===== config.mk =====
export PLATFORM = sky130hd
export DESIGN_NAME = pic_clock_ctrl
export DESIGN_NICKNAME = d
export VERILOG_FILES = /design/src/pic_clock_ctrl.v /design/src/pic_prescaler.v
export VERILOG_INCLUDE_DIRS = /design/src
export SDC_FILE = /design/constraint.sdc
export NUM_CORES = 1
export LEC_CHECK = 0
export BUFFER_PORTS_ARGS = -buffer_cell sky130_fd_sc_hd__buf_2
export CAP_MARGIN = 20
export CORE_MARGIN = 3
export CORE_UTILIZATION = 35
export DETAILED_ROUTE_END_ITERATION = 16
export HOLD_SLACK_MARGIN = 0.03
export PLACE_DENSITY = 0.59
export SLEW_MARGIN = 10
export SYNTH_ARGS = -nofsm -noshare
export SYNTH_HDL_FRONTEND = slang
export SYNTH_SLANG_ARGS = --single-unit

===== constraint.sdc =====
create_clock -name CLK_IN -period 3.56 [get_ports CLK_IN]
set_input_delay 0.178 -clock CLK_IN [delete_from_list [all_inputs] [get_ports CLK_IN]]
set_output_delay 0.178 -clock CLK_IN [all_outputs]
set_load 0.02 [all_outputs]

===== src/pic_consts.vh =====
`ifndef PIC_CONSTS_VH
`define PIC_CONSTS_VH
`define PIC_ADDR_W        4
`define PIC_OFF_CTRL      4'h0
`define PIC_OFF_COUNT     4'h4
`define PIC_OFF_STATUS    4'h8
`define PIC_OFF_MASK      4'hC
`define PIC_CTRL_GO       0
`define PIC_CTRL_MODE_LO  1
`define PIC_CTRL_MODE_HI  2
`define PIC_CTRL_RATE_LO  3
`define PIC_CTRL_RATE_HI  5
`define PIC_CTRL_OVIE     6
`define PIC_CTRL_OVFL     7
`define PIC_CTRL_RESET    16'h0000
`define PIC_MODE_ONESHOT  2'h0
`define PIC_RATE_STOP     3'h0
`define PIC_RATE_1M       3'h1
`define PIC_RATE_100K     3'h2
`define PIC_RATE_10K      3'h3
`define PIC_RATE_1K       3'h4
`define PIC_RATE_100      3'h5
`define PIC_RATE_EXT      3'h6
`define PIC_RATE_LINE     3'h7
`define PIC_CLK_HZ        40000000
`define PIC_OSC_HZ        10000000
`define PIC_OSC_DIV       (`PIC_CLK_HZ / `PIC_OSC_HZ)
`define PIC_DEC_DIV       10
`define PIC_OSC_LAST      2'h3
`define PIC_DEC_LAST      4'h9
`define PIC_EV_OVF        0
`define PIC_RESP_OKAY     2'h0
`define PIC_RESP_SLVERR   2'h2
`endif


===== src/pic_clock_ctrl.v =====
// Added by the designer: the AXI4-Lite interface to the registers and the register offsets.
`timescale 1ns/1ps
`default_nettype none
`include "pic_consts.vh"
// Summary of operation
// - clearing interrupt enable withdraws pending request
// - rate bits 5:3 select count source
// - mode bits 2:1 select modes 0-3
// - setting run bit starts counting
// - modes 1-3 keep run bit set
// - mode 0 self-clears run on overflow
// - run clear zeroes and holds counter
// - every overflow sets overflow flag
// - enabled flag raises interrupt, even late
// - internal rates derive from 10 MHz
module pic_clock_ctrl (
	input  wire        CLK_IN,
	input  wire        RST_IN,
	input  wire        CE_IN,
	input  wire        EVENT_INPUT_ONE_IN,
	input  wire        LINE_FREQ_IN,
	input  wire [3:0]  S_AXI_AWADDR_IN,
	input  wire        S_AXI_AWVALID_IN,
	output reg         S_AXI_AWREADY_OUT,
	input  wire [31:0] S_AXI_WDATA_IN,
	input  wire [3:0]  S_AXI_WSTRB_IN,
	input  wire        S_AXI_WVALID_IN,
	output reg         S_AXI_WREADY_OUT,
	output reg  [1:0]  S_AXI_BRESP_OUT,
	output reg         S_AXI_BVALID_OUT,
	input  wire        S_AXI_BREADY_IN,
	input  wire [3:0]  S_AXI_ARADDR_IN,
	input  wire        S_AXI_ARVALID_IN,
	output reg         S_AXI_ARREADY_OUT,
	output reg  [31:0] S_AXI_RDATA_OUT,
	output reg  [1:0]  S_AXI_RRESP_OUT,
	output reg         S_AXI_RVALID_OUT,
	input  wire        S_AXI_RREADY_IN,
	output reg         OVERFLOW_IRQ_OUT,
	output reg         IRQ_OUT
);
	// ****************************************
	// Registers
	// ****************************************
	reg        go_reg;
	reg [1:0]  mode_reg;
	reg [2:0]  rate_reg;
	reg        ovie_reg;
	reg        ovfl_reg;
	reg [15:0] count_reg;
	reg        sts_reg;
	reg        mask_reg;
	reg [3:0]  aw_addr_reg;
	reg        aw_have_reg;
	reg [31:0] w_data_reg;
	reg [3:0]  w_strb_reg;
	reg        w_have_reg;
	reg [2:0]  ev_sync_reg;
	reg [2:0]  ln_sync_reg;
	wire [5:0] tick;
	pic_prescaler u_pre (
		.clk_in   (CLK_IN),
		.rst_in   (RST_IN),
		.ce_in    (CE_IN),
		.tick_out (tick)
	);
	// ****************************************
	// External sources: two-flop sync plus edge
	// ****************************************
	always @(posedge CLK_IN) begin
		if (RST_IN) begin
			ev_sync_reg <= 3'h0;
			ln_sync_reg <= 3'h0;
		end else if (CE_IN) begin
			ev_sync_reg <= {ev_sync_reg[1:0], EVENT_INPUT_ONE_IN};
			ln_sync_reg <= {ln_sync_reg[1:0], LINE_FREQ_IN};
		end
	end
	wire ev_edge = ev_sync_reg[1] && !ev_sync_reg[2];
	wire ln_edge = ln_sync_reg[1] && !ln_sync_reg[2];
	// ****************************************
	// Source select
	// ****************************************
	function src_sel;
		input [2:0] r;
		input [5:0] t;
		input       e;
		input       l;
		begin
			case (r)
				`PIC_RATE_STOP: src_sel = 1'b0;
				`PIC_RATE_1M:   src_sel = t[1];
				`PIC_RATE_100K: src_sel = t[2];
				`PIC_RATE_10K:  src_sel = t[3];
				`PIC_RATE_1K:   src_sel = t[4];
				`PIC_RATE_100:  src_sel = t[5];
				`PIC_RATE_EXT:  src_sel = e;
				default:        src_sel = l;
			endcase
		end
	endfunction
	wire count_tick = go_reg && src_sel(rate_reg, tick, ev_edge, ln_edge);
	wire overflow   = count_tick && (count_reg == 16'hFFFF);
	// ****************************************
	// Bus decode
	// ****************************************
	wire aw_ok  = aw_have_reg || S_AXI_AWVALID_IN;
	wire w_ok   = w_have_reg || S_AXI_WVALID_IN;
	wire [3:0]  wa   = aw_have_reg ? aw_addr_reg : S_AXI_AWADDR_IN;
	wire [31:0] wd   = w_have_reg ? w_data_reg : S_AXI_WDATA_IN;
	wire [3:0]  ws   = w_have_reg ? w_strb_reg : S_AXI_WSTRB_IN;
	wire do_wr  = CE_IN && aw_ok && w_ok && !S_AXI_BVALID_OUT;
	wire wr_ctl = do_wr && (wa == `PIC_OFF_CTRL) && ws[0];
	wire wr_sts = do_wr && (wa == `PIC_OFF_STATUS) && ws[0];
	wire wr_msk = do_wr && (wa == `PIC_OFF_MASK) && ws[0];
	wire go_rise = wr_ctl && wd[`PIC_CTRL_GO] && !go_reg;
	function self_clears;
		input [1:0] m;
		begin
			self_clears = (m == `PIC_MODE_ONESHOT);
		end
	endfunction
	function map_hit;
		input [3:0] a;
		begin
			map_hit = (a == `PIC_OFF_CTRL) || (a == `PIC_OFF_COUNT) ||
				(a == `PIC_OFF_STATUS) || (a == `PIC_OFF_MASK);
		end
	endfunction
	// ****************************************
	// Control next state
	// ****************************************
	reg        go_next;
	reg        ovfl_next;
	reg [15:0] count_next;
	always @* begin
		go_next    = go_reg;
		ovfl_next  = ovfl_reg;
		count_next = count_reg;
		if (wr_ctl) begin
			go_next = wd[`PIC_CTRL_GO];
		end
		if (overflow && self_clears(mode_reg) && !(wr_ctl && wd[`PIC_CTRL_GO])) begin
			go_next = 1'b0;
		end
		if (overflow) begin
			ovfl_next = 1'b1;
		end else if (go_rise || (wr_ctl && !wd[`PIC_CTRL_OVFL])) begin
			ovfl_next = 1'b0;
		end
		if (!go_reg) begin
			count_next = 16'h0000;
		end else if (count_tick) begin
			count_next = count_reg + 16'h0001;
		end
	end
	// ****************************************
	// Control and counter
	// ****************************************
	always @(posedge CLK_IN) begin
		if (RST_IN) begin
			go_reg    <= 1'b0;
			mode_reg  <= 2'h0;
			rate_reg  <= 3'h0;
			ovie_reg  <= 1'b0;
			ovfl_reg  <= 1'b0;
			count_reg <= 16'h0000;
		end else if (CE_IN) begin
			if (wr_ctl) begin
				mode_reg <= wd[`PIC_CTRL_MODE_HI:`PIC_CTRL_MODE_LO];
				rate_reg <= wd[`PIC_CTRL_RATE_HI:`PIC_CTRL_RATE_LO];
				ovie_reg <= wd[`PIC_CTRL_OVIE];
			end
			go_reg    <= go_next;
			ovfl_reg  <= ovfl_next;
			count_reg <= count_next;
		end
	end
	// ****************************************
	// Status next state
	// ****************************************
	reg sts_next;
	always @* begin
		sts_next = sts_reg;
		if (overflow) begin
			sts_next = 1'b1;
		end else if (wr_sts && wd[`PIC_EV_OVF]) begin
			sts_next = 1'b0;
		end
	end
	// ****************************************
	// Interrupt status and mask
	// ****************************************
	always @(posedge CLK_IN) begin
		if (RST_IN) begin
			sts_reg          <= 1'b0;
			mask_reg         <= 1'b0;
			OVERFLOW_IRQ_OUT <= 1'b0;
			IRQ_OUT          <= 1'b0;
		end else if (CE_IN) begin
			sts_reg <= sts_next;
			if (wr_msk) begin
				mask_reg <= wd[`PIC_EV_OVF];
			end
			OVERFLOW_IRQ_OUT <= ovfl_reg && ovie_reg && !(wr_ctl && !wd[`PIC_CTRL_OVIE]);
			IRQ_OUT          <= sts_reg && mask_reg;
		end
	end
	// ****************************************
	// AXI4-Lite write channel
	// ****************************************
	always @(posedge CLK_IN) begin
		if (RST_IN) begin
			aw_have_reg       <= 1'b0;
			w_have_reg        <= 1'b0;
			aw_addr_reg       <= 4'h0;
			w_data_reg        <= 32'h00000000;
			w_strb_reg        <= 4'h0;
			S_AXI_AWREADY_OUT <= 1'b0;
			S_AXI_WREADY_OUT  <= 1'b0;
			S_AXI_BVALID_OUT  <= 1'b0;
			S_AXI_BRESP_OUT   <= `PIC_RESP_OKAY;
		end else if (CE_IN) begin
			S_AXI_AWREADY_OUT <= 1'b0;
			S_AXI_WREADY_OUT  <= 1'b0;
			if (S_AXI_AWVALID_IN && !aw_have_reg && !S_AXI_AWREADY_OUT) begin
				aw_have_reg       <= 1'b1;
				aw_addr_reg       <= S_AXI_AWADDR_IN;
				S_AXI_AWREADY_OUT <= 1'b1;
			end
			if (S_AXI_WVALID_IN && !w_have_reg && !S_AXI_WREADY_OUT) begin
				w_have_reg       <= 1'b1;
				w_data_reg       <= S_AXI_WDATA_IN;
				w_strb_reg       <= S_AXI_WSTRB_IN;
				S_AXI_WREADY_OUT <= 1'b1;
			end
			if (aw_have_reg && w_have_reg && !S_AXI_BVALID_OUT) begin
				aw_have_reg      <= 1'b0;
				w_have_reg       <= 1'b0;
				S_AXI_BVALID_OUT <= 1'b1;
				S_AXI_BRESP_OUT  <= map_hit(aw_addr_reg) ? `PIC_RESP_OKAY : `PIC_RESP_SLVERR;
			end else if (S_AXI_BVALID_OUT && S_AXI_BREADY_IN) begin
				S_AXI_BVALID_OUT <= 1'b0;
			end
		end
	end
	// ****************************************
	// Read word select
	// ****************************************
	reg [31:0] rd_word;
	always @* begin
		rd_word = 32'h00000000;
		case (S_AXI_ARADDR_IN)
			`PIC_OFF_CTRL:   rd_word = {24'h000000, ovfl_reg, ovie_reg, rate_reg, mode_reg, go_reg};
			`PIC_OFF_COUNT:  rd_word = {16'h0000, count_reg};
			`PIC_OFF_STATUS: rd_word = {31'h00000000, sts_reg};
			`PIC_OFF_MASK:   rd_word = {31'h00000000, mask_reg};
			default:         rd_word = 32'h00000000;
		endcase
	end
	// ****************************************
	// AXI4-Lite read channel
	// ****************************************
	always @(posedge CLK_IN) begin
		if (RST_IN) begin
			S_AXI_ARREADY_OUT <= 1'b0;
			S_AXI_RVALID_OUT  <= 1'b0;
			S_AXI_RDATA_OUT   <= 32'h00000000;
			S_AXI_RRESP_OUT   <= `PIC_RESP_OKAY;
		end else if (CE_IN) begin
			S_AXI_ARREADY_OUT <= 1'b0;
			if (S_AXI_ARVALID_IN && !S_AXI_ARREADY_OUT && !S_AXI_RVALID_OUT) begin
				S_AXI_ARREADY_OUT <= 1'b1;
				S_AXI_RVALID_OUT  <= 1'b1;
				S_AXI_RRESP_OUT   <= map_hit(S_AXI_ARADDR_IN) ? `PIC_RESP_OKAY : `PIC_RESP_SLVERR;
				S_AXI_RDATA_OUT   <= rd_word;
			end else if (S_AXI_RVALID_OUT && S_AXI_RREADY_IN) begin
				S_AXI_RVALID_OUT <= 1'b0;
			end
		end
	end
endmodule // pic_clock_ctrl
`default_nettype wire


===== src/pic_prescaler.v =====
`timescale 1ns/1ps
`default_nettype none
`include "pic_consts.vh"
module pic_prescaler (
	input  wire       clk_in,
	input  wire       rst_in,
	input  wire       ce_in,
	output reg  [5:0] tick_out
);
	// ****************************************
	// 10 MHz oscillator and decade dividers
	// ****************************************
	reg [1:0] osc_reg;
	reg [3:0] dec_reg [0:4];
	wire [5:0] carry;
	assign carry[0] = (osc_reg == `PIC_OSC_LAST);
	genvar g;
	generate
		for (g = 0; g < 5; g = g + 1) begin : g_dec
			assign carry[g+1] = carry[g] && (dec_reg[g] == `PIC_DEC_LAST);
			always @(posedge clk_in) begin
				if (rst_in) begin
					dec_reg[g] <= 4'h0;
				end else if (ce_in && carry[g]) begin
					dec_reg[g] <= carry[g+1] ? 4'h0 : dec_reg[g] + 4'h1;
				end
			end
		end
	endgenerate
	always @(posedge clk_in) begin
		if (rst_in) begin
			osc_reg  <= 2'h0;
			tick_out <= 6'h00;
		end else if (ce_in) begin
			osc_reg  <= carry[0] ? 2'h0 : osc_reg + 2'h1;
			tick_out <= carry; // bit0 10MHz .. bit5 100Hz
		end
	end
endmodule // pic_prescaler
`default_nettype wire


==> results.tsv, run 1 <==
stage	metric	value	unit
critical_path	launching point of the worst reg2reg path	rate_reg[1]	
cells_and_area	Area growth syn-to-layout	11.6	%
yosys	Post-Synth Simple-Gate Area	0.221	
yosys	Post-Synth XOR/XNOR Area	0.0200	
clocking	clock-pin slew on the worst setup and hold paths	0.07	ns
timing	# setup viols final	0	
global_routing	largest net degree at the start of global routing	47	
floorplan	Core Footprint	13300	um2
hold_path	worst min path class	input port to register	
yosys	post-synthesis async set-or-reset flop share	0	
placement	PortBufs	51	
power_and_ir_drop	Sw Share	0.254	
floorplan	Die Span Y	123	um
drt	drt pass-1 iters	5	
drt	violation count after the first detailed-route iteration	182	
clocking	CTS tree	done	
timing	Fin Setup TNS	0	ns
yosys	leading area contributor after synthesis	dfxtp_1	
yosys	Distinct cells, synth	61	
critical_path	Worst path top cell family by delay	compound AO/OA/AOI/OAI gates	
clocking	post_cts resized	0	
yosys	synth warn	0	
floorplan	cell row count	42	
cells_and_area	post-layout util	0.403	
yosys	Primary FF master, synth	dfxtp_1	
run	MaxCap Viol Count	0	
power_and_ir_drop	Net Switching	0.584	mW
floorplan	Die X	123	um
power_and_ir_drop	Leak	2.06	nW
cells_and_area	diodes inserted	0	
critical_path	CP startpoint	rate_reg[1]	
clocking	Sink Count	99	
power_and_ir_drop	internal power	1.72	mW
drt	vias	3592	
clocking	Root Driver	clkbuf_16	
clocking	Setup Buffers After CTS	0	
yosys	Synth Register Bits	99	
critical_path	Worst Path Buf+Inv	0	
cells_and_area	Largest register FFs	20	
timing	RSZ-0062 raised after global routing	no	
power_and_ir_drop	Clock power frac	0.400	
yosys	largest family of logic cells by synthesized area	simple AND/OR/NAND/NOR gates	
critical_path	Worst Path Required	3.81	ns
drt	wire per inst	14.2	um
yosys	mapped cell area	4820	um2
global_routing	vias in the first global route	3407	
power_and_ir_drop	power share of the sequential group	0.520	
clocking	clock buffer depth	2	
yosys	post-synthesis sequential area ratio	0.452	
hold_path	min-delay src	S_AXI_WDATA_IN[2]	
yosys	Synth Area in Adders	0.0311	
timing	Hold Vio Cnt, Final	0	
cells_and_area	NumNets Final	601	
yosys	multiplexer share of the synthesized area	0.0973	
critical_path	Crit-path slowest cell	o2111ai_2	
floorplan	Starting Density	0.361	
critical_path	critical path start-end classification	register to register	
yosys	synth top area cells	dfxtp_1 33%, edfxtp_1 12%, mux2i_1 6.8%	
cells_and_area	leading cell type in the layout, fill and taps excluded	dfxtp_1	
placement	final RePlAce weighted congestion	0.743	
timing	fmax	0.461	GHz
floorplan	Ports	97	
critical_path	Setup crit start kind	register	
placement	DP Wirelength	7210	um
global_routing	gr ovfl total	0	
critical_path	Critical Path AT	2.42	ns
drt	DRC	0	
timing	Slew @ Worst Pin	0.993	ns
timing	fin crit period	2.17	ns
timing	Relative slew margins	0.336	
clocking	total clock buffers created by CTS	9	
yosys	top cell type's share of synthesized area	0.328	
global_routing	Total GRT Usage	0.139	
critical_path	maximum fanout along the worst path	20	
power_and_ir_drop	Combinational Power Share	0.080	
floorplan	full die area	15200	um2
critical_path	CP Cell Sequence	mux2_4 > o2111ai_2 > a2111oi_1 > o41ai_1	
critical_path	Largest stage delay, worst path	0.69	ns
yosys	Post-synth EDFFs	20	
cells_and_area	ratio of cells with drive above 1 in the final layout	0.181	
timing	Slew Limit Fails	0	
clocking	Clock Latency Late Sink	0.34	ns
clocking	Hold-fix buffers, CTS	0	
power_and_ir_drop	Max VDD drop	0.206	mV
timing	period utilization	0.610	
drt	Vias/cell	5.02	
global_routing	initial antenna violation count	0	
yosys	Synth Area in Compound Gates	0.114	
clocking	CTS HTree Levels	3	
yosys	average instance area after synthesis	9.71	um2
cells_and_area	most frequent cells in the layout	79 x dfxtp_1, 67 x nor2_1, 52 x nand2_1	
timing	clk_skew	0.00882	ns
drt	total length of routed wires	10200	um
critical_path	CP endpoint kind	register	
yosys	Syn Inst Count	497	
drt	Detail Route Antenna Nets	0	
run_status	status	finished clean	
global_routing	first-pass GRT wire length	16800	um
power_and_ir_drop	Pwr Density	428	nW/um2
## worst reg2reg max path, cell delays in order, from the launching register on
cell	delay, ns
dfxtp_1	0.59
mux2_4	0.35
o2111ai_2	0.69
a2111oi_1	0.19
o41ai_1	0.25
## cells in the mapped netlist, types with 2 or more instances
cell type,instances
dfxtp_1,79
nor2_1,67
nand2_1,52
a21oi_1,36
mux2i_1,33
buf_4,21
edfxtp_1,20
a22oi_1,16
clkbuf_1,16
nand3_1,16
or3_1,15
ha_1,12
mux2_2,9
nand2b_1,8
a211oi_1,6
inv_1,6
xnor2_1,6
and3b_1,5
nand3b_1,5
xor2_1,5
and3_1,4
nand4_1,4
nor3_1,4
a211oi_2,3
buf_2,3
buf_6,3
a21boi_0,2
a21o_1,2
and2_1,2
and4_1,2
nor2b_1,2
nor3b_2,2
nor4b_4,2
o41ai_1,2
## cell type report
type,count,area [um2]
clock inverter,6,50.0
sequential,99,2180
inverter,7,26.3
clock buffer,10,229
multi-input combinational,364,2400
timing repair buffer,54,278
tap,176,220
fill,1341,7960
## kinds of logic (layout without fill, tap and decap cells)
| group | count (synthesis) | in the layout |
|---|---|---|
| compound gates | 77 | 77 |
| xor+xnor | 11 | 11 |
| simple gates | 202 | 202 |
| flops | 99 | 99 |
| other cells | 1 | 18 |
| fa+ha+maj | 12 | 12 |
| mux | 44 | 44 |
| buf+inv | 51 | 77 |
## metrics by stage
stage / std cells / hold slack [ns] / cell area, um2 / setup WS [ns] / power, mW
6_report: 716 / 0.0796 / 5380 / 1.39 / 2.30
5_1_grt: 716 / 0.0753 / 5380 / 1.23 / 2.40
4_1_cts: 716 / 0.0668 / 5380 / 1.37 / 2.33
3_5_place_dp: 700 / 0.426 / 5100 / 1.29 / 1.41
3_3_place_gp: 700 / 0.422 / 5100 / 1.30 / 1.40
2_1_floorplan: 514 / 0.314 / 4890 / 1.89 / 1.37
## layer usage
| layer | GRT usage | share of wire |
|---|---|---|
| met3 | 0.0284 | 0.041 |
| met4 | 0.0554 | 0.018 |
| met1 | 0.186 | 0.48 |
| met2 | 0.220 | 0.46 |
| met5 | 0 | 0 |
## power groups by stage
stage / registers [mW] / clock network, mW / logic [mW]
CTS: 1.20 / 0.947 / 0.187
global route: 1.20 / 0.992 / 0.207
global placement: 1.22 / 0 / 0.182
floorplan: 1.22 / 0 / 0.156
finish: 1.20 / 0.921 / 0.185
detailed placement: 1.22 / 0 / 0.186
## worst paths after layout
check	depth (start not counted)	endpoint	slack, ns
worst max-delay path	4	go_reg	1.39
worst min-delay path	3	w_data_reg[2]	0.08
worst max register to register	4	go_reg	1.39
worst min register to register	2	w_data_reg[7]	0.45
Note: power is estimated with default switching activity, not from simulation.
==> run 2, diff against run 1 <==
Clock period 3.56 ns to 2.2 ns, I/O delays scaled along.
==> results.tsv, run 2 (synthesis gave the netlist of run 1 again) <==
stage	metric	value	unit
global_routing	vias in the first global route	3412	
floorplan	Die X	123	um
timing	fin crit period	1.95	ns
floorplan	Die Span Y	123	um
cells_and_area	NumNets Final	620	
critical_path	Worst Reg-to-Reg Cells	4	
critical_path	Crit-path slowest cell	a31oi_2	
critical_path	Setup crit start kind	register	
timing	Slew @ Worst Pin	1.05	ns
critical_path	launching point of the worst reg2reg path	rate_reg[1]	
global_routing	Total GRT Usage	0.141	
global_routing	gr ovfl total	0	
critical_path	CP Cell Sequence	a311oi_2 > a31oi_2 > a21boi_0 > mux2i_1	
cells_and_area	leading cell type in the layout, fill and taps excluded	dfxtp_1	
cells_and_area	diodes inserted	0	
hold_path	Worst Hold End	aw_addr_reg[2]	
drt	total length of routed wires	10400	um
placement	DP Wirelength	7360	um
power_and_ir_drop	power share of the sequential group	0.502	
run	MaxCap Viol Count	0	
clocking	Clock Latency Late Sink	0.35	ns
global_routing	first-pass GRT wire length	17000	um
clocking	post_cts resized	0	
timing	period utilization	0.888	
power_and_ir_drop	Pwr Density	691	nW/um2
cells_and_area	Multi-input gate area	2400	um2
placement	Post-Place Cells	708	
drt	Detail Route Antenna Nets	0	
cells_and_area	Largest register FFs	20	
floorplan	Ports	97	
drt	Vias/cell	4.93	
placement	Setup Slack @ Placement	0.256	ns
drt	wire per inst	14.1	um
timing	Relative slew margins	0.295	
power_and_ir_drop	Max VDD drop	0.312	mV
drt	drt pass-1 iters	4	
cells_and_area	most frequent cells in the layout	79 x dfxtp_1, 67 x nor2_1, 52 x nand2_1	
clocking	total clock buffers created by CTS	9	
cells_and_area	Area growth syn-to-layout	15.6	%
timing	Worst Setup Slack, final	0.245	ns
critical_path	Critical Path AT	2.19	ns
timing	Slew Limit Fails	0	
floorplan	full die area	15200	um2
power_and_ir_drop	Net Switching	0.946	mW
cells_and_area	Non-Filler Instances	735	
floorplan	cell row count	42	
clocking	Sink Count	99	
placement	PortBufs	51	
global_routing	initial antenna violation count	0	
power_and_ir_drop	Clock power frac	0.414	
run_status	status	finished clean	
hold_path	worst min path class	input port to register	
hold_path	hold depth	3	
critical_path	CP endpoint kind	register	
critical_path	Worst Path Required	2.43	ns
power_and_ir_drop	Combinational Power Share	0.084	
timing	Fin Setup TNS	0	ns
placement	final RePlAce weighted congestion	0.780	
clocking	clock buffer depth	2	
power_and_ir_drop	internal power	2.91	mW
power_and_ir_drop	Final Power	3.85	mW
drt	violation count after the first detailed-route iteration	171	
critical_path	maximum fanout along the worst path	15	
critical_path	Worst Path Buf+Inv	0	
timing	fmax	0.512	GHz
clocking	Hold-fix buffers, CTS	11	
clocking	CTS tree	done	
clocking	clock-pin slew on the worst setup and hold paths	0.07	ns
clocking	Setup Buffers After CTS	0	
cells_and_area	Fillers	1318	
cells_and_area	Reg area	2180	um2
critical_path	reg-to-reg endpoint	count_reg[2]	
critical_path	R2R setup slack	0.25	ns
hold_path	min-delay src	S_AXI_AWADDR_IN[2]	
global_routing	largest net degree at the start of global routing	56	
clocking	CTS HTree Levels	3	
floorplan	Core Footprint	13300	um2
floorplan	Starting Density	0.361	
timing	RSZ-0062 raised after global routing	no	
timing	# setup viols final	0	
drt	vias	3620	
cells_and_area	ratio of cells with drive above 1 in the final layout	0.190	
drt	DRC	0	
timing	Hold Vio Cnt, Final	0	
critical_path	Largest stage delay, worst path	0.67	ns
critical_path	critical path start-end classification	register to register	
critical_path	Worst path top cell family by delay	compound AO/OA/AOI/OAI gates	
clocking	Root Driver	clkbuf_16	
power_and_ir_drop	Leak	2.15	nW
timing	clk_skew	0.00976	ns
power_and_ir_drop	Sw Share	0.246	
run 2: changes by cell type in the layout (fill, tap and decap cells not counted):
cell,previous run,this run
clkinvlp_4,1,2
bufinv_16,0,1
clkinv_1,0,1
clkinv_4,2,1
inv_8,1,0
dlygate4sd3_1,0,11
clkinv_2,1,0
clkbuf_1,1,0
buf_4,3,11
inv_6,1,2
run 2: per-layer routing:
| layer | wire length, um | vias to the layer above | track usage |
|---|---|---|---|
| li1 | - | 1832 | - |
| met1 | 5060 | 1721 | 0.189 |
| met2 | 4810 | 56 | 0.223 |
| met3 | 327 | 11 | 0.0293 |
| met4 | 177 | 0 | 0.0540 |
| met5 | 0 | - | 0 |
run 2: how the worst max path moves through the flow:
stage / end / start / cells after the start
floorplan: u_pre.dec_reg[4][0] / u_pre.dec_reg[1][1] / 6
detailed placement: count_reg[8] / rate_reg[1] / 4
finish: count_reg[2] / rate_reg[1] / 4
CTS: count_reg[2] / rate_reg[1] / 4
global placement: count_reg[8] / rate_reg[1] / 4
global route: count_reg[2] / rate_reg[1] / 5
run 2: worst min-delay path, delay by kind of cell:
family	cells	cell delay (ns)
buffers and inverters	1	0.11
AND/OR/NAND/NOR	1	0.07
multiplexers	1	0.07
run 2: power by group through the flow:
stage,clock network [mW],registers [mW],logic [mW]
2_1_floorplan,0,1.97,0.252
3_5_place_dp,0,1.98,0.311
3_3_place_gp,0,1.97,0.306
4_1_cts,1.63,1.93,0.328
5_1_grt,1.71,1.94,0.360
6_report,1.59,1.93,0.325
run 2: through the flow:
stage | area (um2) | util | hold WS (ns)
floorplan | 4890 | - | 0.246
global placement | 5160 | 0.387 | 0.357
detailed placement | 5160 | 0.387 | 0.364
CTS | 5580 | 0.418 | 0.0541
global route | 5580 | 0.418 | 0.0714
finish | 5580 | 0.418 | 0.0559
run 2: area by class of cell:
cell class	instances	area share
well taps	176	0.0395
multi-input cells	364	0.430
repair buffers	73	0.0803
clock inverters	7	0.0135
flip-flops and latches	99	0.391
inverters	7	0.00471
clock buffers	9	0.0404
==> run 3, diff against run 2 <==
Settings changed: CORE_ASPECT_RATIO from default to 2.
==> results.tsv, run 3 (synthesis gave the netlist of run 1 again) <==
stage	metric	value	unit
floorplan	Die Span Y	172	um
timing	final hold slack	0.0355	ns
clocking	CTS HTree Levels	3	
cells_and_area	ratio of cells with drive above 1 in the final layout	0.191	
global_routing	vias in the first global route	3621	
cells_and_area	Non-Filler Instances	714	
clocking	clock-pin slew on the worst setup and hold paths	0.08	ns
timing	Relative slew margins	0.302	
cells_and_area	leading cell type in the layout, fill and taps excluded	dfxtp_1	
timing	Slew @ Worst Pin	1.04	ns
clocking	Root Driver	clkbuf_16	
clocking	Sink Count	99	
drt	wire per inst	14.6	um
timing	RSZ-0062 raised after global routing	no	
clocking	total clock buffers created by CTS	9	
clocking	CTS tree	done	
drt	violation count after the first detailed-route iteration	173	
drt	vias	3664	
global_routing	largest net degree at the start of global routing	69	
power_and_ir_drop	Pwr Density	680	nW/um2
floorplan	full die area	15300	um2
critical_path	Largest stage delay, worst path	0.66	ns
critical_path	critical path start-end classification	register to register	
floorplan	Ports	97	
cells_and_area	diodes inserted	0	
drt	drt pass-1 iters	4	
floorplan	cell row count	60	
critical_path	Setup crit start kind	register	
floorplan	Starting Density	0.357	
timing	period utilization	0.880	
timing	Hold Vio Cnt, Final	0	
drt	Detail Route Antenna Nets	0	
critical_path	maximum fanout along the worst path	15	
critical_path	Worst Path Required	2.43	ns
drt	Vias/cell	5.13	
cells_and_area	Largest register FFs	20	
timing	# setup viols final	0	
placement	final RePlAce weighted congestion	0.773	
global_routing	Total GRT Usage	0.144	
critical_path	Worst Path Buf+Inv	0	
timing	fmax	0.517	GHz
floorplan	Core Footprint	13500	um2
critical_path	CP Cell Sequence	a311oi_2 > a31oi_2 > a21boi_0 > mux2i_1	
global_routing	first-pass GRT wire length	17500	um
run_status	status	finished clean	
cells_and_area	Finished Cell Area	5540	um2
timing	fin crit period	1.94	ns
cells_and_area	NumNets Final	620	
run	MaxCap Viol Count	0	
timing	Slew Limit Fails	0	
critical_path	Crit-path slowest cell	a31oi_2	
timing	Fin Setup TNS	0	ns
critical_path	Worst path top cell family by delay	compound AO/OA/AOI/OAI gates	
power_and_ir_drop	Leak	2.16	nW
global_routing	initial antenna violation count	0	
floorplan	Die X	89.0	um
global_routing	gr ovfl total	0	
clocking	clock buffer depth	2	
placement	Post-Place Cells	687	
placement	PortBufs	51	
drt	total length of routed wires	10400	um
clocking	Clock Latency Late Sink	0.35	ns
drt	DRC	0	
power_and_ir_drop	Max VDD drop	0.483	mV
hold_path	worst min path class	input port to register	
placement	placement-stage cell area	5150	um2
critical_path	CP endpoint kind	register	
critical_path	Critical Path AT	2.17	ns
placement	DP Wirelength	7670	um
cells_and_area	most frequent cells in the layout	79 x dfxtp_1, 67 x nor2_1, 52 x nand2_1	
timing	clk_skew	0.00878	ns
cells_and_area	Area growth syn-to-layout	14.9	%
## run 3: cell count changes in the layout (fill, tap and decap cells not counted), sizes merged
cell	previous run	this run
inv	9	12
bufinv	1	0
clkinvlp	2	0
## run 3: report_power, final
| part | internal (mW) | switching, mW |
|---|---|---|
| registers | 1.89 | 0.0399 |
| clock network | 0.785 | 0.720 |
| logic | 0.130 | 0.202 |
| total | 2.81 | 0.962 |
## run 3: tightest hold or removal path: stages
cell and delay (ns):
buf_2 0.07, nand2_1 0.04, nand2_1 0.05, a21oi_1 0.05
## run 3: path summary, 6_finish.rpt
check             cells after the start  slack (ns)          endpoint             from
setup / recovery                      4        0.26      count_reg[2]      rate_reg[1]
hold / removal                        4        0.04  S_AXI_RVALID_OUT  S_AXI_RREADY_IN
setup reg to reg                      4        0.26      count_reg[2]      rate_reg[1]
hold reg to reg                       2        0.46     w_data_reg[0]    w_data_reg[0]
## run 3: cell type report
class	count	area, um2
Clock buffer	9	225
Clock inverter	7	56.3
Fill cell	1328	7970
Inverter	7	26.3
Multi-Input combinational cell	364	2400
Sequential cell	99	2180
Tap cell	155	194
Timing Repair Buffer	73	460
## run 3: through the flow
stage          setup WS (ns)  utilization  power [mW]
3_3_place_gp           0.295        0.381        2.28
4_1_cts                0.217        0.410        3.81
6_report               0.265        0.410        3.77
5_1_grt               0.0847        0.410        3.91
3_5_place_dp           0.223        0.381        2.29
2_1_floorplan          0.532            -        2.22
## run 3: what timing repair did
action / in CTS / in global routing
hold endpoints to repair: 11 / 0
setup buffers: 0 / 0
hold buffers: 11 / 0
resized for setup: 0 / 0
## run 3: layer usage
metal,share of wire,GRT usage,vias up
met3,0.037,0.0258,16
met2,0.53,0.259,75
met1,0.40,0.161,1742
met4,0.031,0.0616,0
li1,-,-,1831
met5,0,0,-
